File: config.mk
export PLATFORM = sky130hd
export DESIGN_NAME = usrbs_receiver
export DESIGN_NICKNAME = d
export VERILOG_FILES = /design/src/verilog/usrbs_pkg.sv /design/src/verilog/usrbs_frame_rx.sv /design/src/verilog/usrbs_receiver.sv /design/src/verilog/usrbs_sync.sv
export SDC_FILE = /design/constraint.sdc
export NUM_CORES = 1
export LEC_CHECK = 0
export BUFFER_PORTS_ARGS = -buffer_cell sky130_fd_sc_hd__buf_4
export CORE_ASPECT_RATIO = 1.75
export CORE_MARGIN = 1
export CORE_UTILIZATION = 55
export CTS_CLUSTER_DIAMETER = 60
export DETAILED_ROUTE_END_ITERATION = 8
export HOLD_SLACK_MARGIN = 0.1
export PLACE_DENSITY = 0.75
export SLEW_MARGIN = 20
export SYNTH_ARGS = -nofsm -noshare
export SYNTH_HDL_FRONTEND = slang
export SYNTH_SLANG_ARGS = --single-unit
File: constraint.sdc
create_clock -name clk -period 1.9 [get_ports clk]
set_clock_uncertainty 0.05 [all_clocks]
set_input_delay 0.095 -clock clk [delete_from_list [all_inputs] [get_ports clk]]
set_output_delay 0.095 -clock clk [all_outputs]
set_load 0.03 [all_outputs]
File: src/verilog/usrbs_pkg.sv
// Shared constants of the serial receive buffer and status block.
// Assumes an 8-bit register port and one 125 MHz system clock.
package usrbs_pkg;
  // Register offsets on the register port
  localparam logic [1:0] ADDR_STATUS = 2'h0;
  localparam logic [1:0] ADDR_CTRL_B = 2'h1;
  localparam logic [1:0] ADDR_CTRL_C = 2'h2;
  localparam logic [1:0] ADDR_DATA   = 2'h3;
  // Status register bit positions
  localparam int ST_RX_DONE = 7;
  localparam int ST_FRM_ERR = 4;
  localparam int ST_OVR     = 3;
  localparam int ST_PAR_ERR = 2;
  // Control register B bit positions
  localparam int CB_IRQ_EN = 7;
  localparam int CB_RX_ON  = 4;
  localparam int CB_RX9    = 1;
  // Control register C bit positions
  localparam int CC_PAR_EN  = 5;
  localparam int CC_PAR_ODD = 4;
  localparam int CC_STOPS   = 3;
  localparam int CC_CSIZE   = 0;
  // Character size code selecting nine data bits
  localparam logic [2:0] CSIZE_NINE = 3'h7;
  // Reset values of the control registers
  localparam logic [7:0] CTRL_B_RST = 8'h00;
  localparam logic [7:0] CTRL_C_RST = 8'h06;
  // Buffer entry layout: nine data bits plus three error bits
  localparam int ENT_W   = 12;
  localparam int ENT_FRM_ERR = 9;
  localparam int ENT_OVR     = 10;
  localparam int ENT_PAR_ERR = 11;
  // System clock cycles per serial bit, default only
  localparam int BIT_CYCLES_DEF = 16;
  // Buffer depth in characters
  localparam int FIFO_DEPTH = 2;
endpackage

File: src/verilog/usrbs_frame_rx.sv
// Serial frame shifter: finds a start bit, samples each bit at its middle.
// Assumes a synchronised, idle-high line and static settings during a frame.
`timescale 1ns/1ps
`default_nettype none
module usrbs_frame_rx
  import usrbs_pkg::*;
#(
  parameter int BIT_CYCLES = BIT_CYCLES_DEF
) (
  input  wire logic       clk,
  input  wire logic       resetn,
  input  wire logic       clear,
  input  wire logic       rxLine,
  input  wire logic [3:0] numBits,
  input  wire logic       parityEn,
  input  wire logic       parityOdd,
  output logic            startSeen,
  output logic            frameDone,
  output logic [8:0]      frameData,
  output logic            stopBad,
  output logic            parityBad
);
  initial if (BIT_CYCLES < 4 || BIT_CYCLES > 65535) $error("BIT_CYCLES out of range");
  typedef enum {S_IDLE, S_START, S_DATA, S_PAR, S_STOP} usrbs_rxst_e;
  usrbs_rxst_e st_reg, st_next;
  logic [15:0] cnt_reg, cnt_next;     // Cycles into the current bit
  logic [3:0]  idx_reg, idx_next;     // Data bit index
  logic [8:0]  dat_reg, dat_next;     // Bits gathered so far
  logic        par_reg, par_next;     // Received parity bit
  logic        done_next, bad_next, pbad_next, start_next;
  logic        bad_reg, pbad_reg, start_reg, done_reg;
  localparam logic [15:0] HALF = 16'((BIT_CYCLES - 1) / 2);
  localparam logic [15:0] FULL = 16'(BIT_CYCLES - 1);
  // Next state: one sample per bit at its middle; only the first stop bit counts
  always_comb begin
    st_next = st_reg;
    cnt_next = cnt_reg + 16'h0001;
    idx_next = idx_reg;
    dat_next = dat_reg;
    par_next = par_reg;
    done_next = 1'b0;
    start_next = 1'b0;
    bad_next = bad_reg;
    pbad_next = pbad_reg;
    case (st_reg)
      S_IDLE: begin
        cnt_next = 16'h0000;
        if (!rxLine) begin
          st_next = S_START;
        end
      end
      S_START: begin
        if (cnt_reg == HALF) begin
          cnt_next = 16'h0000;
          idx_next = 4'h0;
          dat_next = 9'h000;
          // A high middle sample is only a spike
          st_next = rxLine ? S_IDLE : S_DATA;
          start_next = !rxLine;
        end
      end
      S_DATA: begin
        if (cnt_reg == FULL) begin
          cnt_next = 16'h0000;
          dat_next[idx_reg] = rxLine;
          idx_next = idx_reg + 4'h1;
          if (idx_reg == numBits - 4'h1) begin
            st_next = parityEn ? S_PAR : S_STOP;
          end
        end
      end
      S_PAR: begin
        if (cnt_reg == FULL) begin
          cnt_next = 16'h0000;
          par_next = rxLine;
          st_next = S_STOP;
        end
      end
      S_STOP: begin
        if (cnt_reg == FULL) begin
          // Frame ends on the first stop bit, whatever the stop count
          st_next = S_IDLE;
          done_next = 1'b1;
          bad_next = !rxLine;
          pbad_next = parityEn && ((^dat_reg) ^ par_reg ^ parityOdd);
        end
      end
      default: st_next = S_IDLE;
    endcase
    if (clear) begin
      st_next = S_IDLE;
      done_next = 1'b0;
      start_next = 1'b0;
    end
  end
  // Registers only
  always_ff @(posedge clk or negedge resetn) begin
    if (!resetn) begin
      st_reg <= S_IDLE;
      cnt_reg <= 16'h0000;
      idx_reg <= 4'h0;
      dat_reg <= 9'h000;
      par_reg <= 1'b0;
      bad_reg <= 1'b0;
      pbad_reg <= 1'b0;
      done_reg <= 1'b0;
      start_reg <= 1'b0;
    end else begin
      st_reg <= st_next;
      cnt_reg <= cnt_next;
      idx_reg <= idx_next;
      dat_reg <= dat_next;
      par_reg <= par_next;
      bad_reg <= bad_next;
      pbad_reg <= pbad_next;
      done_reg <= done_next;
      start_reg <= start_next;
    end
  end
  assign startSeen = start_reg;
  assign frameDone = done_reg;
  assign frameData = dat_reg;
  assign stopBad = bad_reg;
  assign parityBad = pbad_reg;
endmodule
`default_nettype wire

File: src/verilog/usrbs_receiver.sv
// Receive buffer and status block of a serial port: two-entry buffer,
// error flags stored per character, register port and receive interrupt.
// Assumes an 8-bit register port with read data one cycle after the strobe.
//
// Behaviour
// - Ninth bit and errors travel with each entry
// - Receive-complete set while unread data exist
// - Receiver disable flushes buffer, clears receive-complete
// - Interrupt request follows receive-complete while enabled
// - Error flags ignore software writes
// - Error flags never raise an interrupt
// - Frame error shows first stop bit low
// - Frame error ignores stop bit count setting
// - Two entries; overrun on full, pending, start
// - Overrun shown after buffered characters read
// - Overrun flag clears on successful transfer
// - Parity check only with upper parity bit
// - Parity error held per character until read
// - Parity flag reads zero when checking off
// - Disable is immediate, drops reception, frees pin
// - Unused upper data bits read zero
// - Frame moves to buffer at first stop
// - Enable starts reception, takes the pin
//
// Chosen here: strobed register access and the register offsets.
`timescale 1ns/1ps
`default_nettype none
module usrbs_receiver
  import usrbs_pkg::*;
#(
  parameter int BIT_CYCLES = BIT_CYCLES_DEF
) (
  input  wire logic       clk,
  input  wire logic       resetn,
  input  wire logic [1:0] regAddr,
  input  wire logic [7:0] regWdata,
  input  wire logic       regWr,
  input  wire logic       regRd,
  output logic [7:0]      regRdata,
  input  wire logic       rxPin,
  output logic            rxPinOwned,
  output logic            rxIrq
);
  initial if (FIFO_DEPTH != 2) $error("Buffer logic serves exactly two entries");

  // Number of data bits for a character size code
  function automatic logic [3:0] dataBits(input logic [2:0] code);
    if (code == CSIZE_NINE) begin
      return 4'h9;
    end
    return 4'h5 + {2'b00, code[1:0]};
  endfunction

  // Mask that zeroes unused upper bits of the low data byte
  function automatic logic [7:0] lowMask(input logic [2:0] code);
    logic [3:0] n;
    n = dataBits(code);
    return (n >= 4'h8) ? 8'hFF : 8'((9'h001 << n) - 9'h001);
  endfunction

  // Control registers
  logic [7:0] ctrlB_reg, ctrlB_next;       // Enables and ninth bit view
  logic [7:0] ctrlC_reg, ctrlC_next;       // Frame format
  // Buffer storage and pointers
  logic [ENT_W-1:0] mem_reg [FIFO_DEPTH];  // Entries, indexed by pointer
  logic [ENT_W-1:0] memWr;                 // Entry written on a push
  logic       wrPtr_reg, wrPtr_next;       // Next slot to fill
  logic       rdPtr_reg, rdPtr_next;       // Oldest unread slot
  logic [1:0] count_reg, count_next;       // Unread entries
  // Shift register holding stage, waiting for a free slot
  logic [ENT_W-1:0] pend_reg, pend_next;
  logic       pendV_reg, pendV_next;
  logic       ovrMem_reg, ovrMem_next;     // Loss remembered, not yet shown
  logic       drop_reg, drop_next;         // Frame in flight is lost
  // Outputs
  logic [7:0] rdata_next;
  logic       irq_next;
  // Decoded strobes and views
  logic       receiver_enable, irqEn, parEn;
  logic       pop, push, ovrEvent, emptyRead;
  logic       rx_complete_flag, rxcNext;
  logic [ENT_W-1:0] head;
  logic [7:0] statusView;
  // Frame shifter signals
  logic       lineSync, startSeen, frameDone, stopBad, parityBad;
  logic [8:0] frameData;

  // Live control bits; a cleared enable acts in the very next cycle
  assign receiver_enable  = ctrlB_reg[CB_RX_ON];
  assign irqEn = ctrlB_reg[CB_IRQ_EN];
  assign parEn = ctrlC_reg[CC_PAR_EN];

  // Pin is synchronised before the shifter looks at it
  usrbs_sync u_sync (
    .clk     (clk),
    .resetn  (resetn),
    .pinIn   (rxPin),
    .pinSync (lineSync)
  );

  // Shifter is held clear while the receiver is off
  // Size and parity are read live; change them only between frames
  usrbs_frame_rx #(
    .BIT_CYCLES (BIT_CYCLES)
  ) u_frame (
    .clk       (clk),
    .resetn    (resetn),
    .clear     (!receiver_enable),
    .rxLine    (lineSync),
    .numBits   (dataBits(ctrlC_reg[CC_CSIZE +: 3])),
    .parityEn  (parEn),
    .parityOdd (ctrlC_reg[CC_PAR_ODD]),
    .startSeen (startSeen),
    .frameDone (frameDone),
    .frameData (frameData),
    .stopBad   (stopBad),
    .parityBad (parityBad)
  );

  // Status view; with the buffer drained a remembered loss still shows
  always_comb begin
    head = mem_reg[rdPtr_reg];
    rx_complete_flag = (count_reg != 2'd0) || ovrMem_reg;
    statusView = 8'h00;
    statusView[ST_RX_DONE] = rx_complete_flag;
    if (count_reg != 2'd0) begin
      statusView[ST_FRM_ERR] = head[ENT_FRM_ERR];
      statusView[ST_OVR]     = head[ENT_OVR];
      // Gated again at read time: a stored error hides once checking is off
      statusView[ST_PAR_ERR] = head[ENT_PAR_ERR] && parEn;
    end else begin
      statusView[ST_OVR] = ovrMem_reg;
    end
  end

  // Buffer, holding stage and overrun tracking. The holding stage stands
  // for the character waiting in the shift register: it sits there until a
  // slot frees, and a new start bit while it waits is the overrun case.
  always_comb begin
    pop = regRd && (regAddr == ADDR_DATA) && (count_reg != 2'd0);
    emptyRead = regRd && (regAddr == ADDR_DATA) && (count_reg == 2'd0);
    push = pendV_reg && (count_reg != 2'd2);
    // Full buffer, a character waiting and a new start bit
    ovrEvent = startSeen && (count_reg == 2'd2) && pendV_reg && !pop;
    memWr = pend_reg;
    memWr[ENT_OVR] = ovrMem_reg;
    wrPtr_next = wrPtr_reg;
    rdPtr_next = rdPtr_reg;
    count_next = count_reg;
    pend_next = pend_reg;
    pendV_next = pendV_reg;
    drop_next = drop_reg;
    if (push) begin
      wrPtr_next = !wrPtr_reg;
      pendV_next = 1'b0;
    end
    if (pop) begin
      rdPtr_next = !rdPtr_reg;
    end
    count_next = count_reg + {1'b0, push} - {1'b0, pop};
    if (ovrEvent) begin
      drop_next = 1'b1;
    end
    if (frameDone) begin
      if (drop_reg) begin
        drop_next = 1'b0;
      end else begin
        pendV_next = 1'b1;
        pend_next = {parityBad, 1'b0, stopBad, frameData};
      end
    end
    // Loss is remembered; a new loss wins over its clear
    ovrMem_next = (ovrMem_reg && !push && !emptyRead) || ovrEvent;
    if (!receiver_enable) begin
      // Immediate flush of everything unread
      wrPtr_next = 1'b0;
      rdPtr_next = 1'b0;
      count_next = 2'd0;
      pendV_next = 1'b0;
      drop_next = 1'b0;
      ovrMem_next = 1'b0;
    end
    rxcNext = (count_next != 2'd0) || ovrMem_next;
  end

  // Register writes; status flags have no write path at all, so a
  // write to the status offset can never disturb a stored error bit
  always_comb begin
    ctrlB_next = ctrlB_reg;
    ctrlC_next = ctrlC_reg;
    if (regWr && regAddr == ADDR_CTRL_B) begin
      ctrlB_next = regWdata & 8'h90;
    end
    if (regWr && regAddr == ADDR_CTRL_C) begin
      ctrlC_next = regWdata & 8'h3F;
    end
  end

  // Read data for the cycle after the strobe, interrupt from flag only
  // Interrupt uses next-state values so it drops at the emptying pop
  always_comb begin
    rdata_next = 8'h00;
    if (regRd) begin
      case (regAddr)
        ADDR_STATUS: rdata_next = statusView;
        ADDR_CTRL_B: begin
          rdata_next = ctrlB_reg;
          rdata_next[CB_RX9] = (count_reg != 2'd0) && head[8];
        end
        ADDR_CTRL_C: rdata_next = ctrlC_reg;
        ADDR_DATA: begin
          if (count_reg != 2'd0) begin
            rdata_next = head[7:0] & lowMask(ctrlC_reg[CC_CSIZE +: 3]);
          end
        end
        default: rdata_next = 8'h00;
      endcase
    end
    irq_next = ctrlB_next[CB_IRQ_EN] && rxcNext;
  end

  // Registers only; storage is written on a push, pointers wrap at two
  always_ff @(posedge clk or negedge resetn) begin
    if (!resetn) begin
      ctrlB_reg <= CTRL_B_RST;
      ctrlC_reg <= CTRL_C_RST;
      wrPtr_reg <= 1'b0;
      rdPtr_reg <= 1'b0;
      count_reg <= 2'd0;
      pend_reg <= '0;
      pendV_reg <= 1'b0;
      ovrMem_reg <= 1'b0;
      drop_reg <= 1'b0;
      regRdata <= 8'h00;
      rxIrq <= 1'b0;
      rxPinOwned <= 1'b0;
      for (int i = 0; i < FIFO_DEPTH; i++) begin
        mem_reg[i] <= '0;
      end
    end else begin
      ctrlB_reg <= ctrlB_next;
      ctrlC_reg <= ctrlC_next;
      wrPtr_reg <= wrPtr_next;
      rdPtr_reg <= rdPtr_next;
      count_reg <= count_next;
      pend_reg <= pend_next;
      pendV_reg <= pendV_next;
      ovrMem_reg <= ovrMem_next;
      drop_reg <= drop_next;
      regRdata <= rdata_next;
      rxIrq <= irq_next;
      rxPinOwned <= ctrlB_next[CB_RX_ON];
      if (push && receiver_enable) begin
        mem_reg[wrPtr_reg] <= memWr;
      end
    end
  end

  // Checks: each guards one rule next to the logic that keeps it
  // Receive-complete as software sees it through a status read
  property p_rxc_set;
    @(posedge clk) disable iff (!resetn)
      (regRd && regAddr == ADDR_STATUS && count_reg != 2'd0) |=> regRdata[ST_RX_DONE];
  endproperty
  a_rxc_set: assert property (p_rxc_set) else $error("Unread data without receive-complete");

  property p_flush;
    @(posedge clk) disable iff (!resetn) !receiver_enable |=> (count_reg == 2'd0) && !ovrMem_reg && !pendV_reg;
  endproperty
  a_flush: assert property (p_flush) else $error("Buffer not flushed while disabled");

  // Request mirrors the flag in the same cycle, with no extra delay
  property p_irq;
    @(posedge clk) disable iff (!resetn) rxIrq == (irqEn && rx_complete_flag);
  endproperty
  a_irq: assert property (p_irq) else $error("Interrupt does not follow receive-complete");

  // Error bits alone can never hold the request up
  property p_no_err_irq;
    @(posedge clk) disable iff (!resetn) !rx_complete_flag |-> !rxIrq;
  endproperty
  a_no_err_irq: assert property (p_no_err_irq) else $error("Interrupt without receive-complete");

  property p_ro_flags;
    @(posedge clk) disable iff (!resetn)
      (regWr && regAddr == ADDR_STATUS && !regRd && receiver_enable && count_reg != 2'd0) |=> $stable(head) && $stable(rdPtr_reg);
  endproperty
  a_ro_flags: assert property (p_ro_flags) else $error("Status write changed stored flags");

  property p_depth;
    @(posedge clk) disable iff (!resetn) count_reg <= 2'd2;
  endproperty
  a_depth: assert property (p_depth) else $error("Buffer holds more than two entries");

  property p_ovr_mem;
    @(posedge clk) disable iff (!resetn) (ovrEvent && receiver_enable) |=> ovrMem_reg && drop_reg;
  endproperty
  a_ovr_mem: assert property (p_ovr_mem) else $error("Overrun not remembered");

  property p_ovr_clear;
    @(posedge clk) disable iff (!resetn)
      (push && receiver_enable && ovrMem_reg && !ovrEvent) |=> !ovrMem_reg && mem_reg[$past(wrPtr_reg)][ENT_OVR];
  endproperty
  a_ovr_clear: assert property (p_ovr_clear) else $error("Overrun not moved into entry");

  property p_upe_off;
    @(posedge clk) disable iff (!resetn) (regRd && regAddr == ADDR_STATUS && !parEn) |=> !regRdata[ST_PAR_ERR];
  endproperty
  a_upe_off: assert property (p_upe_off) else $error("Parity error shown while checking off");

  property p_mask;
    @(posedge clk) disable iff (!resetn)
      (regRd && regAddr == ADDR_DATA && ctrlC_reg[CC_CSIZE +: 3] == 3'h0) |=> regRdata[7:5] == 3'h0;
  endproperty
  a_mask: assert property (p_mask) else $error("Unused data bits not zero");

  // Frame error read back is the head entry's stored frame error bit
  property p_err_view;
    @(posedge clk) disable iff (!resetn)
      (regRd && regAddr == ADDR_STATUS && count_reg != 2'd0) |=> regRdata[ST_FRM_ERR] == $past(head[ENT_FRM_ERR]);
  endproperty
  a_err_view: assert property (p_err_view) else $error("Frame error flag differs from entry");

  // Pin ownership follows the enable bit exactly
  property p_pin_owned;
    @(posedge clk) disable iff (!resetn) rxPinOwned == receiver_enable;
  endproperty
  a_pin_owned: assert property (p_pin_owned) else $error("Pin ownership differs from enable");

  // A kept frame reaches the holding stage one cycle after frameDone, two after its stop bit sample
  property p_stop_to_buf;
    @(posedge clk) disable iff (!resetn) (frameDone && !drop_reg && receiver_enable) |=> pendV_reg;
  endproperty
  a_stop_to_buf: assert property (p_stop_to_buf) else $error("Finished frame not taken");

  // Disable stops the shifter at once; no late start or frame end
  property p_rx_off;
    @(posedge clk) disable iff (!resetn) !receiver_enable |=> !startSeen && !frameDone;
  endproperty
  a_rx_off: assert property (p_rx_off) else $error("Shifter active while disabled");

  // Main scenarios the bench is expected to reach
  c_push: cover property (@(posedge clk) disable iff (!resetn) push);
  c_frame_err: cover property (@(posedge clk) disable iff (!resetn) frameDone && stopBad);
  c_full: cover property (@(posedge clk) disable iff (!resetn) count_reg == 2'd2 && pendV_reg);
  c_ovr: cover property (@(posedge clk) disable iff (!resetn) ovrEvent);
  c_pop: cover property (@(posedge clk) disable iff (!resetn) pop ##1 rxIrq);
endmodule
`default_nettype wire

File: src/verilog/usrbs_sync.sv
// Two-stage synchroniser for the receive pin.
// Assumes the pin idles high, so both stages reset to one.
`timescale 1ns/1ps
`default_nettype none
module usrbs_sync (
  input  wire logic clk,
  input  wire logic resetn,
  input  wire logic pinIn,
  output logic      pinSync
);
  logic stage1_reg;  // First stage, read only by the second
  logic stage2_reg;  // Second stage, safe to use
  // Both stages sample every clock
  always_ff @(posedge clk or negedge resetn) begin
    if (!resetn) begin
      stage1_reg <= 1'b1;
      stage2_reg <= 1'b1;
    end else begin
      stage1_reg <= pinIn;
      stage2_reg <= stage1_reg;
    end
  end
  assign pinSync = stage2_reg;
endmodule
`default_nettype wire
# Word-level counts from Yosys, hierarchy flattened
# Index checks and enable logic that the tools add are counted.
# op_classes
add_sub_neg,7
order_cmp,6
n_eq_ne,23
shifts,1
muxes,66
bitwise_logic,6
reduce_logical,40
# ops
cell,n
$mux 32,7
$pmux 32 s5,1
$eq 32x2->1 const B,2
$mux 12,4
$pmux 16 s3,1
$eq 32x1->1 const B,1
$eq 32x3->1 const B,1
$logic_not 32->1,1
$mux 16,2
$mux 4,8
$mux 8,4
$pmux 8 s4,1
$mux 1,27
$bwmux 24,1
$logic_and 1x1->1,18
$mux 9,2
$pmux 9 s2,1
$add 16x1->16 const B,1
$eq 16x3->1 const B,1
$eq 16x4->1 const B,1
$ne 3x2->1 const B,5
$demux 12 s1,1
$bwmux 9,1
$reduce_xor 9->1,1
other kinds (35),56
# totals
regBits,128
out_inout_bits,10
elab_cells,174

# Logic depth before layout (Yosys ltp)
# logic_depth
depth_word,16
depth_mapped,10
depth_no_buf,10

# Modules after synthesis
# A second synthesis with hierarchy kept.
# unflattened
cells_unflattened,430
hier_area_um2,4867.2
# by_module_without_submodules
mod,n_inst,cells_each,area_per_inst_um2,seq_area_each_um2
usrbs_receiver,1,202,2691.3,1478.9
usrbs_frame_rx,1,226,2123.3,925.9
usrbs_sync,1,2,52.6,52.6

# Worst setup path after synthesis
# OpenSTA, ideal clock, no wires.
# synth_timing
kind,register to register
start,reg count_reg[0]
end,reg rxIrq
setup_time_ns,0.124
t_arrival_ns,1.955
required_ns,1.726
setup_slack_ns,-0.229
stages_incl_launch_ff,11
n_path_buf,0
synth_period_minus_slack_ns,2.129
cell_sequence,dfrtp_1 -> or2_2 -> nand4_1 -> inv_1 -> ha_1 -> inv_1 -> ha_1 -> xor2_1 -> xnor2_1 -> nor2_1 -> o31a_1
# synth_rtl
element,line,rtl
"start, declared",usrbs_receiver.sv:69,"logic [1:0] count_reg, count_next;"
"start signal, assigned",usrbs_receiver.sv:245,count_reg <= count_next;
$ne 2x2->1,usrbs_receiver.sv:142,push = pendV_reg && (count_reg != 2'd2);
$logic_and 1x1->1,usrbs_receiver.sv:142,
$add 2x1->2,usrbs_receiver.sv:160,"count_next = count_reg + {1'b0, push} - {1'b0, pop};"
$sub 2x1->2 *,usrbs_receiver.sv:160,
$mux 2 *,usrbs_receiver.sv:174,if (!receiver_enable) begin
net count_next[1],usrbs_receiver.sv:69,
$reduce_bool 2->1 *,usrbs_receiver.sv:183,rxcNext = (count_next != 2'd0) || ovrMem_next;
$logic_or 1x1->1 *,usrbs_receiver.sv:183,
$logic_and 1x1->1 *,usrbs_receiver.sv:219,irq_next = ctrlB_next[CB_IRQ_EN] && rxcNext;
net irq_next,usrbs_receiver.sv:77,logic irq_next;
"end signal, assigned",usrbs_receiver.sv:251,rxIrq <= irq_next;
"end, declared",usrbs_receiver.sv:42,output logic rxIrq
# The timed path passes the listed nets; every way through them passes the cells marked *.
# A chain may end at the register's enable or synchronous reset.

# Worst setup path in the final report
# Ends and elaborated chain as after synthesis.

==> results_dict.tcl <==
set metrics [dict create \
    cp_max_fo 2 \
    yosysWarnings 0 \
    syn_inst 423 \
    required_ns 2.09 \
    cap_violations 0 \
    end_kind "flip-flop" \
    critPathMaxStageDelay_ns 0.38 \
    portBuffers 23 \
    vias 3584 \
    synth.largest_area_cell "dfrtp_1" \
    layout_commonest_cell "dfrtp_1" \
    path_clk_slew_ns 0.07 \
    swShare_pct 29.7 \
    grt_pass1_vias 3798 \
    cts_root_buf "clkbuf_16" \
    drc 0 \
    via_per_inst 5.75 \
    p_sw_mw 1.52 \
    syn2layout_area_growth_pct 24.1 \
    relSlewSlack_pct 58.9 \
    worst_pin_slew_ns 0.617 \
    hpwl_um 7760 \
    crit_arrival_ns 2.25 \
    async_flop_share_pct 100 \
    clock_latency_ns 0.35 \
    rr_startpoint "count_reg[0]" \
    dieWidth_um 73.0 \
    avgSynthCellArea_um2 11.5 \
    slew_violations 0 \
    gr-total-overflow 0 \
    synth.area.top_cells "dfrtp_1 (48%), mux2_2 (10%), xnor2_1 (4.5%)" \
    start_util_pct 56.3 \
    numCtsBuffers 9 \
    p_int_mw 3.60 \
    ios 25 \
    pwr-share-seq_pct 43.8 \
    synth-main-ff-cell "dfrtp_1" \
    finalHoldViolCount 0 \
    setup_viol 5 \
    clkPwrFrac_pct 35.2 \
    coreArea_um2 8610 \
    wl_per_cell_um 18.1 \
    syn_nets 450 \
    gr-usage-all-layers_pct 26.2 \
    syn_area_um2 4850 \
    post-route-min-period_ns 2.06 \
    antenna-diode-count 0 \
    timing.final.ws_setup_ns -0.157 \
    design.die.area_um2 9210 \
    synth_top_area_share_pct 48.5 \
    post-place-ws_ns -0.152 \
    drtPass1Iterations 5 \
    max_freq_mhz 486 \
    layout-drive-gt1-share_pct 34.2 \
    largest_register_ffs 24 \
    wl_um 11300 \
    drtIter0Drc 171 \
    criticalPathCategory "flip-flop to flip-flop" \
    rsz0062_at_grt "yes" \
    p_total_mw 5.13 \
    rows 45 \
    layoutNonFillerInstCount 623 \
    postRouteAntennaNets 0 \
    status "finished, violations left" \
    grt_pass1_wl_um 17900 \
    htreeDepth 3 \
    cpMaxStageDelayCell "dfrtp_1" \
    die_h_um 126 \
    clock_path_buffers 2 \
    layout_common_cells "dfrtp_1 (94), buf_4 (71), mux2_2 (44)" \
    crit_chain "or2_4 -> nand4_1 -> inv_1 -> ha_1 -> inv_1 -> ha_2 -> xor2_2 -> xnor2_1 -> nor2_1 -> o31a_1" \
    finalCritPeriodShare_pct 108 \
    power_frac_comb_pct 21.0 \
    path_common_cell "inv_1" \
    place_inst 591 \
    start_kind "flip-flop" \
    post-route-util_pct 69.9 \
    hold_path_class "input port to asynchronous set/reset pin" \
    power.density_nw_per_um2 851 \
    synth-edff-count 0 \
    cts_tree "yes" \
    synth.distinct_cells 59 \
    leakagePower_nw 2.85 \
    synth_seq_area_share_pct 50.7 \
    max-vdd-ir-drop_v 0.000748 \
    ys_ff_latch 98 \
    gp_congestion 0.856 \
    cts_sinks 98 \
    grt_max_degree 52 \
    antenna_found_initial 0 \
    crit_path_start "count_reg[0]" \
    violations "setup timing" \
    fin_nets 528 \
]
[logic make-up (layout without fill, tap and decap cells)]
group / after synthesis / count (layout) / share of synthesized area (%)
adders and majority gates: 12 / 12 / 3.10
DFF: 98 / 98 / 50.7
AOI/OAI and AO/OA: 49 / 49 / 7.53
buffers and inverters: 34 / 117 / 3.15
muxes: 62 / 62 / 14.2
xor gates and xnor gates: 34 / 34 / 6.14
and+or+nand+nor: 134 / 134 / 15.2
[critical path, delay by kind of cell (launching register included)]
family / cells / cell delay (ns)
buffers and inverters: 2 / 0.12
adders and majority gates: 2 / 0.47
and+or+nand+nor: 3 / 0.42
AOI/OAI and AO/OA: 1 / 0.23
DFF: 1 / 0.38
xor gates and xnor gates: 2 / 0.27
[per-stage QoR]
| stage | cell area, µm² | hold slack [ns] | setup TNS [ns] |
|---|---|---|---|
| after floorplan | 4860 | -0.251 | -0.166 |
| after global routing | 6020 | 0.150 | -1.06 |
| after CTS | 5960 | 0.142 | -0.273 |
| after global placement | 5470 | -0.0420 | -0.129 |
| final | 6020 | 0.134 | -0.327 |
| after detailed placement | 5470 | -0.0348 | -0.477 |
[per-layer routing]
layer	wire length, µm	track usage, %
met3	317	4.40
met1	4130	27.1
met4	610	17.2
met5	0	0
met2	6220	46.8
[power by group through the flow]
stage	clock network, mW	registers (mW)	logic [mW]
5_1_grt	1.91	2.25	1.18
6_report	1.80	2.24	1.08
3_3_place_gp	0	2.27	0.946
3_5_place_dp	0	2.28	0.967
2_1_floorplan	0	2.29	0.568
4_1_cts	1.83	2.24	1.05
[cells in the mapped netlist, types with 4 or more instances]
cell and n:
a21oi_1 14, and3_1 8, buf_2 6, clkbuf_1 9, dfrtp_1 94, dfstp_2 4, ha_1 12, inv_1 14
mux2_2 44, mux2i_1 17, nand2_1 15, nand2b_1 4, nand3_1 9, nand3b_1 6, nand4_1 15, nor2_1 41
nor2b_1 9, nor3_1 5, o21ai_0 7, xnor2_1 25, xor2_1 9
[worst paths after layout]
kind	to	slack, ns	cells after the start
setup / recovery	rxIrq	-0.16	10
min in group clk	ctrlB_reg[4]	0.13	3
hold / removal	ctrlB_reg[7]	0.13	2
hold reg to reg	u_sync.pinSync	0.31	0
max in group asynchronous	ctrlC_reg[2]	0.98	3
setup reg to reg	rxIrq	-0.16	10
[layout make-up]
cell class	count	area, µm²
Tap cell	117	146
Multi-Input combinational cell	291	2350
Timing Repair Buffer	87	721
Sequential cell	98	2460
Clock inverter	7	70.1
Clock buffer	9	225
Inverter	14	52.6
Fill cell	616	2590
[what timing repair did]
| item | 4_1_cts | 5_1_grt |
|---|---|---|
| hold buffers | 11 | 0 |
| endpoints found under the setup margin | 6 | 39 |
| hold endpoints to repair | 110 | 0 |
| gates resized for setup | 13 | 15 |
| cloned | 0 | 1 |
| setup buffers | 4 | 0 |
| pin swaps | 9 | 4 |
No activity file was read; power rests on OpenSTA's default activity.
